`src/rtl/dihpm_pkg.sv`:
```
/*
 package for the decoder index / home pin multiplexer.
 assumes a single 40 MHz system clock domain.
*/
package dihpm_pkg;
   // =====================================================================
   // port c bit positions and reset values
   // =====================================================================
   localparam int unsigned INDEX_PIN_BIT      = 2;
   localparam int unsigned HOME_PIN_BIT       = 3;
   localparam logic [7:0]  PULLUP_RESET       = 8'h0C;
   localparam logic        ALT_RESET          = 1'b0;
   localparam logic        GPIO_SEL_RESET     = 1'b0;
   localparam logic        GPIO_DIR_RESET     = 1'b0;
   localparam logic        TIMER_SEL_RESET    = 1'b0;

   // =====================================================================
   // function of a shared pin
   // =====================================================================
   typedef enum logic [3:0] {
      DIHPM_FN_DECODER = 4'h1,
      DIHPM_FN_TIMER   = 4'h2,
      DIHPM_FN_SPI     = 4'h4,
      DIHPM_FN_PORT    = 4'h8
   } dihpm_fn_e;

   // per-pin configuration bits
   typedef struct packed {
      logic alternate_bit;
      logic port_sel;
      logic port_dir_out;
      logic timer_sel;
      logic pullup_en;
   } dihpm_cfg_s;

   // internal peripheral side of one pin
   typedef struct packed {
      logic timer_out;
      logic timer_oe;
      logic spi_out;
      logic spi_oe;
      logic port_out;
   } dihpm_drv_s;
endpackage : dihpm_pkg

```
`src/rtl/dihpm_top.sv`:
```
/*
 pin multiplexer for the decoder index pin (port c line two) and the
 decoder home pin (port c line three); steers decoder, timer b,
 spi one and port c.
 assumes one 40 MHz clock, synchronous active-low reset, pads with
 separate in/out/oe signals, configuration bits driven by on-chip
 registers on the same clock.
*/
// Notes on behaviour
// full variant: index pin defaults to decoder
// full variant: home pin defaults to decoder
// reduced variant: software must reprogram both pins
// index pull-up on at reset, cleared bit off
// home pull-up on at reset, cleared bit off
// index alternate bit selects spi return line
// home alternate bit selects spi slave select
// return line input as master, output slave
// unselected slave floats its return line
// slave presents bit half cycle before sample
// master mode: slave select detects contention
// slave mode: slave select addresses device
// port function direction programmable per pin
// otherwise decoder input, timer per configuration
`timescale 1ns/1ps
module dihpm_top (
   input  wire logic       sys_clk_in,
   input  wire logic       rst_n_in,
   input  wire logic       full_variant_in,
   input  wire logic       index_pin_alternate_bit_in,
   input  wire logic       home_pin_alternate_bit_in,
   input  wire logic [7:0] port_c_pullup_register_in,
   input  wire logic [1:0] port_sel_in,
   input  wire logic [1:0] port_dir_out_in,
   input  wire logic [1:0] port_data_in,
   input  wire logic [1:0] timer_sel_in,
   input  wire logic [1:0] timer_b_out_in,
   input  wire logic [1:0] timer_b_oe_in,
   input  wire logic       spi_master_in,
   input  wire logic       spi_one_return_line_tx_in,
   input  wire logic [1:0] pad_i_in,
   output logic      [1:0] pad_o_out,
   output logic      [1:0] pad_oe_n_out,
   output logic      [1:0] pad_pullup_out,
   output logic            decoder_index_input_out,
   output logic            decoder_home_input_out,
   output logic      [1:0] timer_b_in_out,
   output logic            spi_one_return_line_rx_out,
   output logic            spi_one_slave_select_n_out,
   output logic            spi_one_mode_fault_out,
   output logic      [1:0] port_c_in_out
);
   // =====================================================================
   // pad synchroniser
   // =====================================================================
   logic [1:0] sync1_q, sync1_d, sync2_q, sync2_d;

   always_comb begin
      sync1_d = pad_i_in;
      sync2_d = sync1_q;
   end

   always_ff @(posedge sys_clk_in) begin
      if (!rst_n_in) begin
         sync1_q <= 2'h3;
         sync2_q <= 2'h3;
      end else begin
         sync1_q <= sync1_d;
         sync2_q <= sync2_d;
      end
   end

   // =====================================================================
   // per-pin slices
   // =====================================================================
   dihpm_pkg::dihpm_cfg_s cfg [2];
   dihpm_pkg::dihpm_drv_s drv [2];
   dihpm_pkg::dihpm_fn_e  fn  [2];
   logic [1:0]            o_c, oe_n_c, pu_c;
   logic                  slave_sel_c;
   logic                  spi_return_oe_c;

   // return line drives only as a selected slave
   assign spi_return_oe_c = !spi_master_in && slave_sel_c;

   genvar g;
   generate
      for (g = 0; g < 2; g++) begin : g_pin
         localparam int unsigned PB = (g == 0) ? dihpm_pkg::INDEX_PIN_BIT
                                               : dihpm_pkg::HOME_PIN_BIT;
         always_comb begin
            cfg[g].alternate_bit = (g == 0) ? index_pin_alternate_bit_in
                                            : home_pin_alternate_bit_in;
            cfg[g].port_sel      = port_sel_in[g];
            cfg[g].port_dir_out  = port_dir_out_in[g];
            cfg[g].timer_sel     = timer_sel_in[g];
            cfg[g].pullup_en     = port_c_pullup_register_in[PB];
            drv[g].timer_out     = timer_b_out_in[g];
            drv[g].timer_oe      = timer_b_oe_in[g];
            // slave select pin is input only
            drv[g].spi_out       = (g == 0) ? spi_one_return_line_tx_in : 1'b0;
            drv[g].spi_oe        = (g == 0) ? spi_return_oe_c : 1'b0;
            drv[g].port_out      = port_data_in[g];
         end

         dihpm_pin_slice u_slice (
            .full_variant_in (full_variant_in),
            .cfg_in          (cfg[g]),
            .drv_in          (drv[g]),
            .fn_out          (fn[g]),
            .pad_o_out       (o_c[g]),
            .pad_oe_n_out    (oe_n_c[g]),
            .pullup_out      (pu_c[g])
         );
      end
   endgenerate

   // slave select seen by the spi, active high; idle low when pin not routed
   assign slave_sel_c = (fn[1] == dihpm_pkg::DIHPM_FN_SPI) && !sync2_q[1];

   // =====================================================================
   // registered outputs
   // =====================================================================
   logic [1:0] pad_o_q, pad_o_d, pad_oe_n_q, pad_oe_n_d, pu_q, pu_d;
   logic [1:0] tmr_q, tmr_d, port_q, port_d;
   logic       idx_q, idx_d, home_q, home_d, rx_q, rx_d;
   logic       ss_n_q, ss_n_d, fault_q, fault_d;

   function automatic logic routed(input dihpm_pkg::dihpm_fn_e f,
                                   input dihpm_pkg::dihpm_fn_e want,
                                   input logic lvl, input logic idle);
      routed = (f == want) ? lvl : idle;
   endfunction : routed

   always_comb begin
      pad_o_d    = o_c;
      pad_oe_n_d = oe_n_c;
      pu_d       = pu_c;
      idx_d      = routed(fn[0], dihpm_pkg::DIHPM_FN_DECODER, sync2_q[0], 1'b0);
      home_d     = routed(fn[1], dihpm_pkg::DIHPM_FN_DECODER, sync2_q[1], 1'b0);
      tmr_d[0]   = routed(fn[0], dihpm_pkg::DIHPM_FN_TIMER, sync2_q[0], 1'b0);
      tmr_d[1]   = routed(fn[1], dihpm_pkg::DIHPM_FN_TIMER, sync2_q[1], 1'b0);
      port_d[0]  = routed(fn[0], dihpm_pkg::DIHPM_FN_PORT, sync2_q[0], 1'b0);
      port_d[1]  = routed(fn[1], dihpm_pkg::DIHPM_FN_PORT, sync2_q[1], 1'b0);
      // master samples the slave's bit, which was presented half a
      // spi clock earlier by the far slave
      rx_d       = routed(fn[0], dihpm_pkg::DIHPM_FN_SPI,
                          sync2_q[0] & spi_master_in, 1'b0);
      ss_n_d     = !slave_sel_c;
      // low slave select while master means another master
      fault_d    = spi_master_in && (fn[1] == dihpm_pkg::DIHPM_FN_SPI)
                   && !sync2_q[1];
   end

   always_ff @(posedge sys_clk_in) begin
      if (!rst_n_in) begin
         pad_o_q    <= 2'h0;
         pad_oe_n_q <= 2'h3;
         pu_q       <= 2'h3;  // pull-ups on during reset
         idx_q      <= 1'b0;
         home_q     <= 1'b0;
         tmr_q      <= 2'h0;
         port_q     <= 2'h0;
         rx_q       <= 1'b0;
         ss_n_q     <= 1'b1;
         fault_q    <= 1'b0;
      end else begin
         pad_o_q    <= pad_o_d;
         pad_oe_n_q <= pad_oe_n_d;
         pu_q       <= pu_d;
         idx_q      <= idx_d;
         home_q     <= home_d;
         tmr_q      <= tmr_d;
         port_q     <= port_d;
         rx_q       <= rx_d;
         ss_n_q     <= ss_n_d;
         fault_q    <= fault_d;
      end
   end

   assign pad_o_out                  = pad_o_q;
   assign pad_oe_n_out               = pad_oe_n_q;
   assign pad_pullup_out             = pu_q;
   assign decoder_index_input_out    = idx_q;
   assign decoder_home_input_out     = home_q;
   assign timer_b_in_out             = tmr_q;
   assign spi_one_return_line_rx_out = rx_q;
   assign spi_one_slave_select_n_out = ss_n_q;
   assign spi_one_mode_fault_out     = fault_q;
   assign port_c_in_out              = port_q;
endmodule : dihpm_top

```
`src/rtl/dihpm_pin_slice.sv`:
```
/*
 one shared pad: function select, pad drive and pull-up.
 assumes the synchronised pad level is supplied by the parent.
*/
`timescale 1ns/1ps
module dihpm_pin_slice (
   input  wire logic                  full_variant_in,
   input  wire dihpm_pkg::dihpm_cfg_s cfg_in,
   input  wire dihpm_pkg::dihpm_drv_s drv_in,
   output dihpm_pkg::dihpm_fn_e       fn_out,
   output logic                       pad_o_out,
   output logic                       pad_oe_n_out,
   output logic                       pullup_out
);
   // =====================================================================
   // function decode
   // =====================================================================
   always_comb begin
      if (cfg_in.alternate_bit) begin
         fn_out = dihpm_pkg::DIHPM_FN_SPI;
      end else if (cfg_in.port_sel || !full_variant_in) begin
         // reduced variant: port until software reprograms
         fn_out = dihpm_pkg::DIHPM_FN_PORT;
      end else if (cfg_in.timer_sel) begin
         fn_out = dihpm_pkg::DIHPM_FN_TIMER;
      end else begin
         fn_out = dihpm_pkg::DIHPM_FN_DECODER;
      end
   end

   // =====================================================================
   // pad drive, oe active low
   // =====================================================================
   always_comb begin
      pad_o_out    = 1'b0;
      pad_oe_n_out = 1'b1;
      unique case (fn_out)
         dihpm_pkg::DIHPM_FN_TIMER: begin
            pad_o_out    = drv_in.timer_out;
            pad_oe_n_out = !drv_in.timer_oe;
         end
         dihpm_pkg::DIHPM_FN_SPI: begin
            pad_o_out    = drv_in.spi_out;
            pad_oe_n_out = !drv_in.spi_oe;
         end
         dihpm_pkg::DIHPM_FN_PORT: begin
            pad_o_out    = drv_in.port_out;
            pad_oe_n_out = !cfg_in.port_dir_out;
         end
         default: begin
            pad_o_out    = 1'b0;
            pad_oe_n_out = 1'b1;
         end
      endcase
      // pull-up only useful while nothing drives the pad
      pullup_out = cfg_in.pullup_en;
   end
endmodule : dihpm_pin_slice

```
`config.mk`:
```
export PLATFORM = sky130hd
export DESIGN_NAME = dihpm_top
export DESIGN_NICKNAME = d
export VERILOG_FILES = /design/src/rtl/dihpm_pkg.sv /design/src/rtl/dihpm_top.sv /design/src/rtl/dihpm_pin_slice.sv
export SDC_FILE = /design/constraint.sdc
export NUM_CORES = 1
export LEC_CHECK = 0
export ABC_AREA = 1
export BUFFER_PORTS_ARGS = -buffer_cell sky130_fd_sc_hd__buf_2
export CORE_MARGIN = 10
export CORE_UTILIZATION = 42
export CTS_CLUSTER_DIAMETER = 150
export DETAILED_ROUTE_END_ITERATION = 8
export PLACE_DENSITY = 0.81
export SYNTH_ARGS = -nofsm -noshare
export SYNTH_HDL_FRONTEND = slang
export SYNTH_SLANG_ARGS = --single-unit
```
`constraint.sdc`:
```
create_clock -name sys_clk_in -period 1.76 [get_ports sys_clk_in]
set_input_delay 0.088 -clock sys_clk_in [delete_from_list [all_inputs] [get_ports sys_clk_in]]
set_output_delay 0.088 -clock sys_clk_in [all_outputs]
set_load 0.01 [all_outputs]
```
==> results.ini, run 1 <==
[status]
outcome=complete, no violations

[clocking]
clock_latency_ns=0.29
cts.clk_slew.worst_paths_ns=0.10
cts.sinks=19
cts_tree=built
cts-root-buf=clkbuf_4
cts-buffers-inserted=3
clockBufferDepth=2
cts_htree_levels=1

[routing]
drt_iter0_markers=12
dr.pass1.iters=4
viasPerCell=4.57
wl_per_cell_um=12.2
wl_um=1670
route.detailed.drc=0
via_count=626
antenna_left=0

[global_routing]
overflow=0
grt_pass1_wl_um=2620
first_global_vias=642
grt_util_met1_pct=8.57
grtUsageTotal_pct=9.55
grt_start_max_net_pins=12
antenna_found_initial=0
top_usage_layer=met2
met2_usage_pct=17.2
use_met3_pct=4.51

[setup_path]
cp-start-kind=primary input
slowest_delay_ns=0.54
slowest_stage=dlygate4sd3_1
end_kind=flop
critical_path.cell_chain=dlygate4sd3_1 -> buf_2 -> inv_1 -> or2_2
cp_max_fo=9
cp.required_ns=1.94
arrival_ns=1.18
path_class=in2reg

[floorplanning]
chipWidth_um=59.3
io_pins=44
core_mm2=0.00149
rows=14
dieArea_mm2=0.00352
initial_core_util_pct=43.6
fp.dieH_um=59.3

[logic_synthesis]
synth_area_per_cell_um2=8.78
synth.area.top_cells=dfxtp_1 (59%), inv_1 (6.4%), nand2_1 (6.4%)
ys_ff_latch=19
syn_nets=103
syn_area_um2=649
synth.distinct_cells=15
yosys_warnings=0
yosysTopAreaCell=dfxtp_1
synth_cells=74
seq_area_frac_synth_pct=58.6
synth_top_area_share_pct=58.6

[sta]
hold_viol=0
max_freq_mhz=999
rsz0062_at_grt=no
worst_slack_ns=0.759
setup_violations=0
fin_skew_ns=0.00519
slew_headroom_pct=84.9
finalMaxSlewViolations=0
fin_crit_ns=1.00
worstMarginPinSlew_ns=0.224
setup_tns_ns=0
finalCritPeriodShare_pct=56.9

[placement]
io_buffer_count=37
gp_congestion=0.753
dp_hpwl_um=1330
dp_slack_ns=0.965

[pwr]
power_leakage_nw=0.499
powerDensity_mw_per_mm2=811
ir_drop_v=0.000456

[hold_path]
hp-class=in2reg

[layout]
utilization_pct=63.3
antenna_cells=0
drive_gt1_share_pct=42.1
nets=151
synthToLayoutAreaGrowth_pct=45.1

[job]
cap_violations=0

## synth_stat cells
cell type and number:
nand3b_1 1, nand3_2 2, o21ai_1 1, nor2_4 1, a21oi_1 2, nor2_1 6, or2_2 6, nand3_1 4
nand2_1 11, nand4_1 2, nor3_1 6, inv_2 1, inv_1 11, nor4_1 1, dfxtp_1 19
## cell type report
type	instances	area (um^2)
well taps	16	20.0
clock buffers	3	22.5
repair buffers	43	245
clock inverters	1	5.00
inverters	12	45.0
fillers	126	547
flip-flops and latches	19	380
multi-input cells	43	224
## sequential cells by signal, indices dropped and copies added, names as in the netlist
signal,count
decoder_index_input_out,1
spi_one_return_line_rx_out,1
sync2_q,2
timer_b_in_out,2
port_c_in_out,2
pad_oe_n_out,2
pad_o_out,2
decoder_home_input_out,1
spi_one_mode_fault_out,1
sync1_q,2
spi_one_slave_select_n_out,1
pad_pullup_out,2
## routing by layer
metal / vias up / routed length (um)
met5: - / 0
met4: 0 / 12
met3: 2 / 135
met2: 18 / 914
met1: 277 / 610
li1: 329 / -
## timing repair
item / in CTS / in global routing
buffers inserted: 0 / 0
hold buffers: 6 / 0
gates resized for setup: 0 / 0
hold endpoints to repair: 6 / 0
## stage by stage
| step | area [um^2] | total power [mW] | hold WS, ns | std cells |
|---|---|---|---|---|
| global placement | 855 | 0.551 | 0.272 | 127 |
| global route | 942 | 0.814 | 0.00947 | 137 |
| CTS | 942 | 0.776 | 0.00503 | 137 |
| floorplan | 649 | 0.504 | 0.157 | 74 |
| finish | 942 | 0.764 | 0.0203 | 137 |
| detailed placement | 855 | 0.555 | 0.280 | 127 |
## where the power goes
part / switching (mW) / internal, mW
sequential: 0.00351 / 0.447
combinational: 0.0536 / 0.0512
clock: 0.124 / 0.0844
total: 0.181 / 0.582
## path summary, 6_finish.rpt
kind	startpoint	endpoint	slack, ns	cells past startpoint
setup / recovery	rst_n_in	sync1_q[0]	0.76	4
hold / removal	home_pin_alternate_bit_in	port_c_in_out[1]	0.02	2
setup reg to reg	sync2_q[1]	pad_oe_n_out[0]	0.97	6
hold reg to reg	sync1_q[1]	sync2_q[1]	0.42	1
## critical path, delay by kind of cell
family,cells,cell delay [ns]
buffers and inverters,3,0.81
and+or+nand+nor,1,0.29
## cells by family (layout without fill, tap and decap cells)
group                  count (synthesis)  in the layout  synth area share (%)
AOI/OAI and AO/OA                      3              3                  2.31
buffers and inverters                 12             59                  6.94
and+or+nand+nor                       40             40                  32.2
DFF                                   19             19                  58.6
## cell usage in the layout (no fill, tap or decap), drive strengths merged
master	Yosys	final
a21oi	2	2
buf	0	37
clkbuf	0	3
clkinv	0	1
dfxtp	19	19
dlygate4sd3	0	6
inv	12	12
nand2	11	11
nand3	6	6
nand3b	1	1
nand4	2	2
nor2	7	7
nor3	6	6
nor4	1	1
o21ai	1	1
or2	6	6
Note: power is estimated with default switching activity, not from simulation.
==> run 2: changes to the inputs <==
--- a/config.mk
+++ b/config.mk
@@ -5,13 +5,13 @@
 export SDC_FILE = /design/constraint.sdc
 export NUM_CORES = 1
 export LEC_CHECK = 0
-export ABC_AREA = 1
+export ABC_AREA = 0
 export BUFFER_PORTS_ARGS = -buffer_cell sky130_fd_sc_hd__buf_2
 export CORE_MARGIN = 10
-export CORE_UTILIZATION = 42
+export CORE_UTILIZATION = 34
 export CTS_CLUSTER_DIAMETER = 150
 export DETAILED_ROUTE_END_ITERATION = 8
-export PLACE_DENSITY = 0.81
+export PLACE_DENSITY = 0.71
 export SYNTH_ARGS = -nofsm -noshare
 export SYNTH_HDL_FRONTEND = slang
 export SYNTH_SLANG_ARGS = --single-unit
==> constraint.sdc (replaced) <==
create_clock -name sys_clk_in -period 0.85 [get_ports sys_clk_in]
set_input_delay 0.0425 -clock sys_clk_in [delete_from_list [all_inputs] [get_ports sys_clk_in]]
set_output_delay 0.0425 -clock sys_clk_in [all_outputs]
set_load 0.01 [all_outputs]
==> run 2 against run 1 <==
  * Register-to-register slack lost 0.94 ns
  * Clock skew about the same
  * Sequential power grew 110%
  * Worst hold slack worse by 0.0087 ns
  * Worst setup slack worse by 0.73 ns
  * Cell area rose by 3.6%
  * Die area rose by 12%
  * Critical path type is now reg2reg
  * Wire length down 8.1%
==> results.ini, run 2 <==
[layout]
nets=139
antenna_cells=0
mostFrequentLayoutCells=buf_2 (36), dfxtp_1 (18), nand2b_1 (9), dlygate4sd3_1 (8), nand2_1 (5)
synthToLayoutAreaGrowth_pct=57.3
post-route-cell-area_um2=976
layout_commonest_cell=buf_2
drive_gt1_share_pct=42.2
fill_cells=171
utilization_pct=56.5

[routing]
route.met2.wl_um=767
wl_per_cell_um=11.5
route.detailed.drc=0
met1_length_um=633
top_layer_used=met3
antenna_left=0
drt_iter0_markers=7
dr.pass1.iters=4
viasPerCell=4.27
wl_um=1540
wl_met3_um=135
via_count=572

[clocking]
cts-root-buf=clkbuf_4
cts.sinks=19
cts_tree=built
cts.clk_slew.worst_paths_ns=0.10
cts-buffers-inserted=3
clock_latency_ns=0.29
cts_htree_levels=1
clockBufferDepth=2

[setup_path]
reg2reg_slack_ns=0.03
path_class=reg2reg
cp.required_ns=1.04
critical_path.endpoint=pad_oe_n_out[0]
cp-start-kind=flop
r2r_cells=3
arrival_ns=1.01
worstReg2RegStart=sync2_q[1]
startpoint=sync2_q[1]
cp_max_fo=2
r2r-end=pad_oe_n_out[0]
end_kind=flop

[logic_synthesis]
ys_ff_latch=19
synth_ff_type=dfxtp_1
yosys_warnings=0
synthTopCellsByCount=dfxtp_1 (19), nand2b_1 (9), nand2_1 (5)
synth_most_common_cell=dfxtp_1
synth_top_area_share_pct=61.3
syn_area_um2=621
synth.distinct_cells=19
syn_nets=88
seq_area_frac_synth_pct=61.3
async_flop_share_pct=0
synth-edff-count=0
synth.area.top_cells=dfxtp_1 (61%), nand2b_1 (9.1%), nand2_1 (3.0%)
yosysTopAreaCell=dfxtp_1
synth_area_per_cell_um2=10.5
synth_cells=59

[floorplanning]
core_mm2=0.00173
io_pins=44
fp.dieH_um=62.7
rows=15
chipWidth_um=62.7
dieArea_mm2=0.00393
initial_core_util_pct=35.9

[sta]
fin_skew_ns=0.00507
setup_violations=0
hold_viol=0
max_freq_mhz=1220
finalMaxSlewViolations=0
worst_slack_ns=0.0311
rsz0062_at_grt=yes
worstMarginPinSlew_ns=0.186
finalCritPeriodShare_pct=96.3
fin_crit_ns=0.819
slew_headroom_pct=87.5

[job]
cap_violations=0

[hold_path]
hp-class=in2reg

[global_routing]
antenna_found_initial=0
grt_pass1_wl_um=2470
first_global_vias=599
grtUsageTotal_pct=7.63
grt_start_max_net_pins=11
overflow=0

[pwr]
power_leakage_nw=0.463
powerDensity_mw_per_mm2=1620
ir_drop_v=0.000777

[placement]
placed_area_um2=845
gp_congestion=0.669
dp_slack_ns=0.00568
io_buffer_count=37

[status]
outcome=complete, no violations

run 2: worst min-delay path by stage:
stage                                     from  cells after the start                         end  slack (ns)
floorplan           index_pin_alternate_bit_in                      1           timer_b_in_out[0]        0.11
global placement                   pad_i_in[0]                      2                  sync1_q[0]        0.22
detailed placement                 pad_i_in[0]                      2                  sync1_q[0]        0.23
CTS                              spi_master_in                      3      spi_one_mode_fault_out       0.003
global route                     spi_master_in                      3  spi_one_return_line_rx_out        0.02
finish                         port_data_in[0]                      3                pad_o_out[0]        0.01
run 2: report_power, final:
group / leakage [nW] / internal, mW / switching, mW / total [mW]
clock network: 0.0150 / 0.182 / 0.249 / 0.432
logic: 0.292 / 0.119 / 0.0951 / 0.214
registers: 0.156 / 0.925 / 0.00780 / 0.933
run 2: worst max-delay path: stages (launching register included):
cell	delay [ns]
dfxtp_2	0.34
nor3b_2	0.14
o21ai_1	0.07
a31o_1	0.17
run 2: area by class of cell:
type / instances / area (um^2) / area share, %
Inverter: 3 / 11.3 / 1.15
Clock buffer: 4 / 26.3 / 2.69
Sequential cell: 19 / 382 / 39.1
Tap cell: 25 / 31.3 / 3.21
Timing Repair Buffer: 47 / 288 / 29.5
Multi-Input combinational cell: 36 / 238 / 24.4
run 2: what timing repair did:
| action | CTS | global route |
|---|---|---|
| endpoints found under the setup margin | 1 | 3 |
| hold buffers | 9 | 0 |
| buffers inserted | 0 | 0 |
| pin swaps | 0 | 1 |
| gates resized for setup | 1 | 4 |
| endpoints found under the hold margin | 11 | 0 |
run 2: cells by family (layout without fill, tap and decap cells):
kind of cell | count (synthesis) | in the layout | share of synthesized area, %
and+or+nand+nor | 30 | 30 | 29.6
DFF | 19 | 19 | 61.3
AOI/OAI and AO/OA | 6 | 6 | 6.05
buffers and inverters | 4 | 54 | 3.02
run 2: layer usage:
layer | up-vias | GRT usage, %
met5 | - | 0
met4 | 0 | 3.35
met3 | 0 | 3.41
met2 | 25 | 13.8
met1 | 247 | 7.22
li1 | 300 | -
run 2: stage by stage:
step	TNS (ns)	instances	hold WS [ns]	power [mW]
global route	-0.0100	134	0.0225	1.66
global placement	0	122	0.222	1.13
floorplan	0	59	0.114	1.03
detailed placement	0	122	0.226	1.14
finish	0	134	0.0117	1.58
CTS	0	135	0.00261	1.60
==> run 3: changes to the inputs <==
--- a/config.mk
+++ b/config.mk
@@ -8,10 +8,10 @@
 export ABC_AREA = 0
 export BUFFER_PORTS_ARGS = -buffer_cell sky130_fd_sc_hd__buf_2
 export CORE_MARGIN = 10
-export CORE_UTILIZATION = 34
+export CORE_UTILIZATION = 38
 export CTS_CLUSTER_DIAMETER = 150
 export DETAILED_ROUTE_END_ITERATION = 8
-export PLACE_DENSITY = 0.71
+export PLACE_DENSITY = 0.75
 export SYNTH_ARGS = -nofsm -noshare
 export SYNTH_HDL_FRONTEND = slang
 export SYNTH_SLANG_ARGS = --single-unit
==> constraint.sdc (replaced) <==
create_clock -name sys_clk_in -period 0.81 [get_ports sys_clk_in]
set_input_delay 0.0405 -clock sys_clk_in [delete_from_list [all_inputs] [get_ports sys_clk_in]]
set_output_delay 0.0405 -clock sys_clk_in [all_outputs]
set_load 0.01 [all_outputs]
==> run 3 against run 2 <==
  * The run now ends with setup timing left
  * Sequential power is 5.3% higher
  * Flip-flop and latch count stayed put
  * Die area is 7.2% lower
  * Clock-buffer cell count stayed put
  * Clock skew is 0.0019 ns lower
  * Combinational power is 13% higher
  * Critical path depth stayed put
  * Largest cell class unchanged
  * Largest power group unchanged
==> results.ini, run 3 (synthesis gave the netlist of run 2 again) <==
[status]
outcome=complete, but fails checks
violations=setup timing

[layout]
drive_gt1_share_pct=44.1
layout_commonest_cell=buf_2
nets=141
fin_cells=127
mostFrequentLayoutCells=buf_2 (34), dfxtp_1 (14), dlygate4sd3_1 (11), nand2b_1 (9)
post-route-cell-area_um2=997
antenna_cells=0
synthToLayoutAreaGrowth_pct=60.7

[sta]
fin_skew_ns=0.00317
max_freq_mhz=1160
setup_violations=1
worstMarginPinSlew_ns=0.189
slew_headroom_pct=87.3
finalMaxSlewViolations=0
finalCritPeriodShare_pct=107
rsz0062_at_grt=yes
hold_viol=0
fin_crit_ns=0.866
worst_slack_ns=-0.0557

[setup_path]
reg2reg_slack_ns=-0.06
path_class=reg2reg
cp.required_ns=1.00
r2r_cells=3
startpoint=sync2_q[1]
worstReg2RegStart=sync2_q[1]
end_kind=flop
arrival_ns=1.05
cp_max_fo=2
r2r-end=pad_oe_n_out[0]
cp-start-kind=flop

[pwr]
seqPwrFrac_pct=58.6
p_int_mw=1.30
clock_power_share_pct=27.0
p_switching_uw=375
powerDensity_mw_per_mm2=1680
pwr-share-comb_pct=14.4
ir_drop_v=0.000976
p_sw_share_pct=22.4
power_leakage_nw=0.467

[global_routing]
antenna_found_initial=0
grt_start_max_net_pins=13
grt_pass1_wl_um=2720
grtUsageTotal_pct=9.63
first_global_vias=647
overflow=0

[hold_path]
hold_depth=3
hp-class=in2reg
hold_path.startpoint=timer_b_out_in[1]
whs_endpoint=pad_o_out[1]

[routing]
route.detailed.drc=0
via_count=586
viasPerCell=4.61
drt_iter0_markers=8
antenna_left=0
wl_um=1670
dr.pass1.iters=4
wl_per_cell_um=13.2

[clocking]
cts_htree_levels=1
cts-buffers-inserted=3
cts_tree=built
clock_latency_ns=0.29
cts.clk_slew.worst_paths_ns=0.10
cts.sinks=19
cts-root-buf=clkbuf_4
clockBufferDepth=2

[floorplanning]
fp.dieH_um=60.4
chipWidth_um=60.4
rows=14
dieArea_mm2=0.00365
io_pins=44
initial_core_util_pct=40.7
core_mm2=0.00152

[placement]
gp_congestion=0.677
placedCellCount=112
dp_hpwl_um=1250
placed_area_um2=831
io_buffer_count=37

[job]
cap_violations=0

## run 3: cell count changes in the layout (fill, tap and decap cells not counted), sizes merged
| cell | delta |
|---|---|
| dlygate4sd3 | +3 |
| dlymetal6s4s | -1 |
## run 3: power by group through the flow
stage | logic, mW | clock network, mW | registers [mW]
CTS | 0.229 | 0.475 | 0.979
floorplan | 0.0704 | 0 | 1.02
finish | 0.242 | 0.453 | 0.982
global placement | 0.184 | 0 | 0.999
global route | 0.269 | 0.506 | 0.987
detailed placement | 0.189 | 0 | 1.00
## run 3: routing by layer
metal  vias up  GRT usage (%)  wire length, um
met5         -              0                0
met4         0           2.82                8
met3         2           6.47              275
met2        25           18.8              877
met1       258           7.35              510
li1        301              -                -
## run 3: worst max-delay path by stage
| stage | slack (ns) | end | cells past startpoint |
|---|---|---|---|
| after floorplan | 0.004 | pad_oe_n_out[0] | 3 |
| after global placement | -0.009 | pad_oe_n_out[0] | 3 |
| after detailed placement | -0.04 | pad_oe_n_out[0] | 3 |
| after CTS | -0.03 | pad_oe_n_out[0] | 3 |
| after global routing | -0.10 | pad_oe_n_out[0] | 3 |
| final | -0.06 | pad_oe_n_out[0] | 3 |
## run 3: layout make-up
cell class / instances / area (um^2)
fill: 127 / 527
sequential: 19 / 387
timing repair buffer: 49 / 322
multi-input combinational: 36 / 231
clock buffer: 4 / 26.3
tap: 16 / 20.0
inverter: 3 / 11.3
## run 3: through the flow
stage                     TNS (ns)  util (%)  setup WS [ns]  power, mW  hold slack, ns
after floorplan                  0         -        0.00442       1.09           0.112
after global placement    -0.00863      54.5       -0.00863       1.18           0.221
after detailed placement   -0.0386      54.5        -0.0386       1.19           0.224
after CTS                  -0.0331      63.5        -0.0331       1.68         0.00227
after global routing        -0.195      65.4         -0.100       1.76         0.00913
final                      -0.0557      65.4        -0.0557       1.68         0.00170
## run 3: worst max-delay path, cell delays in order, from the launching register on
cell	delay, ns
dfxtp_2	0.34
nor3b_2	0.14
o21ai_1	0.08
a31o_1	0.20
## run 3: what timing repair did
item,4_1_cts,5_1_grt
endpoints found under the hold margin,14,3
setup endpoints to repair,2,12
setup buffers,0,0
pin swaps,1,0
hold buffers,11,1
cloned,0,0
resized for setup,1,8
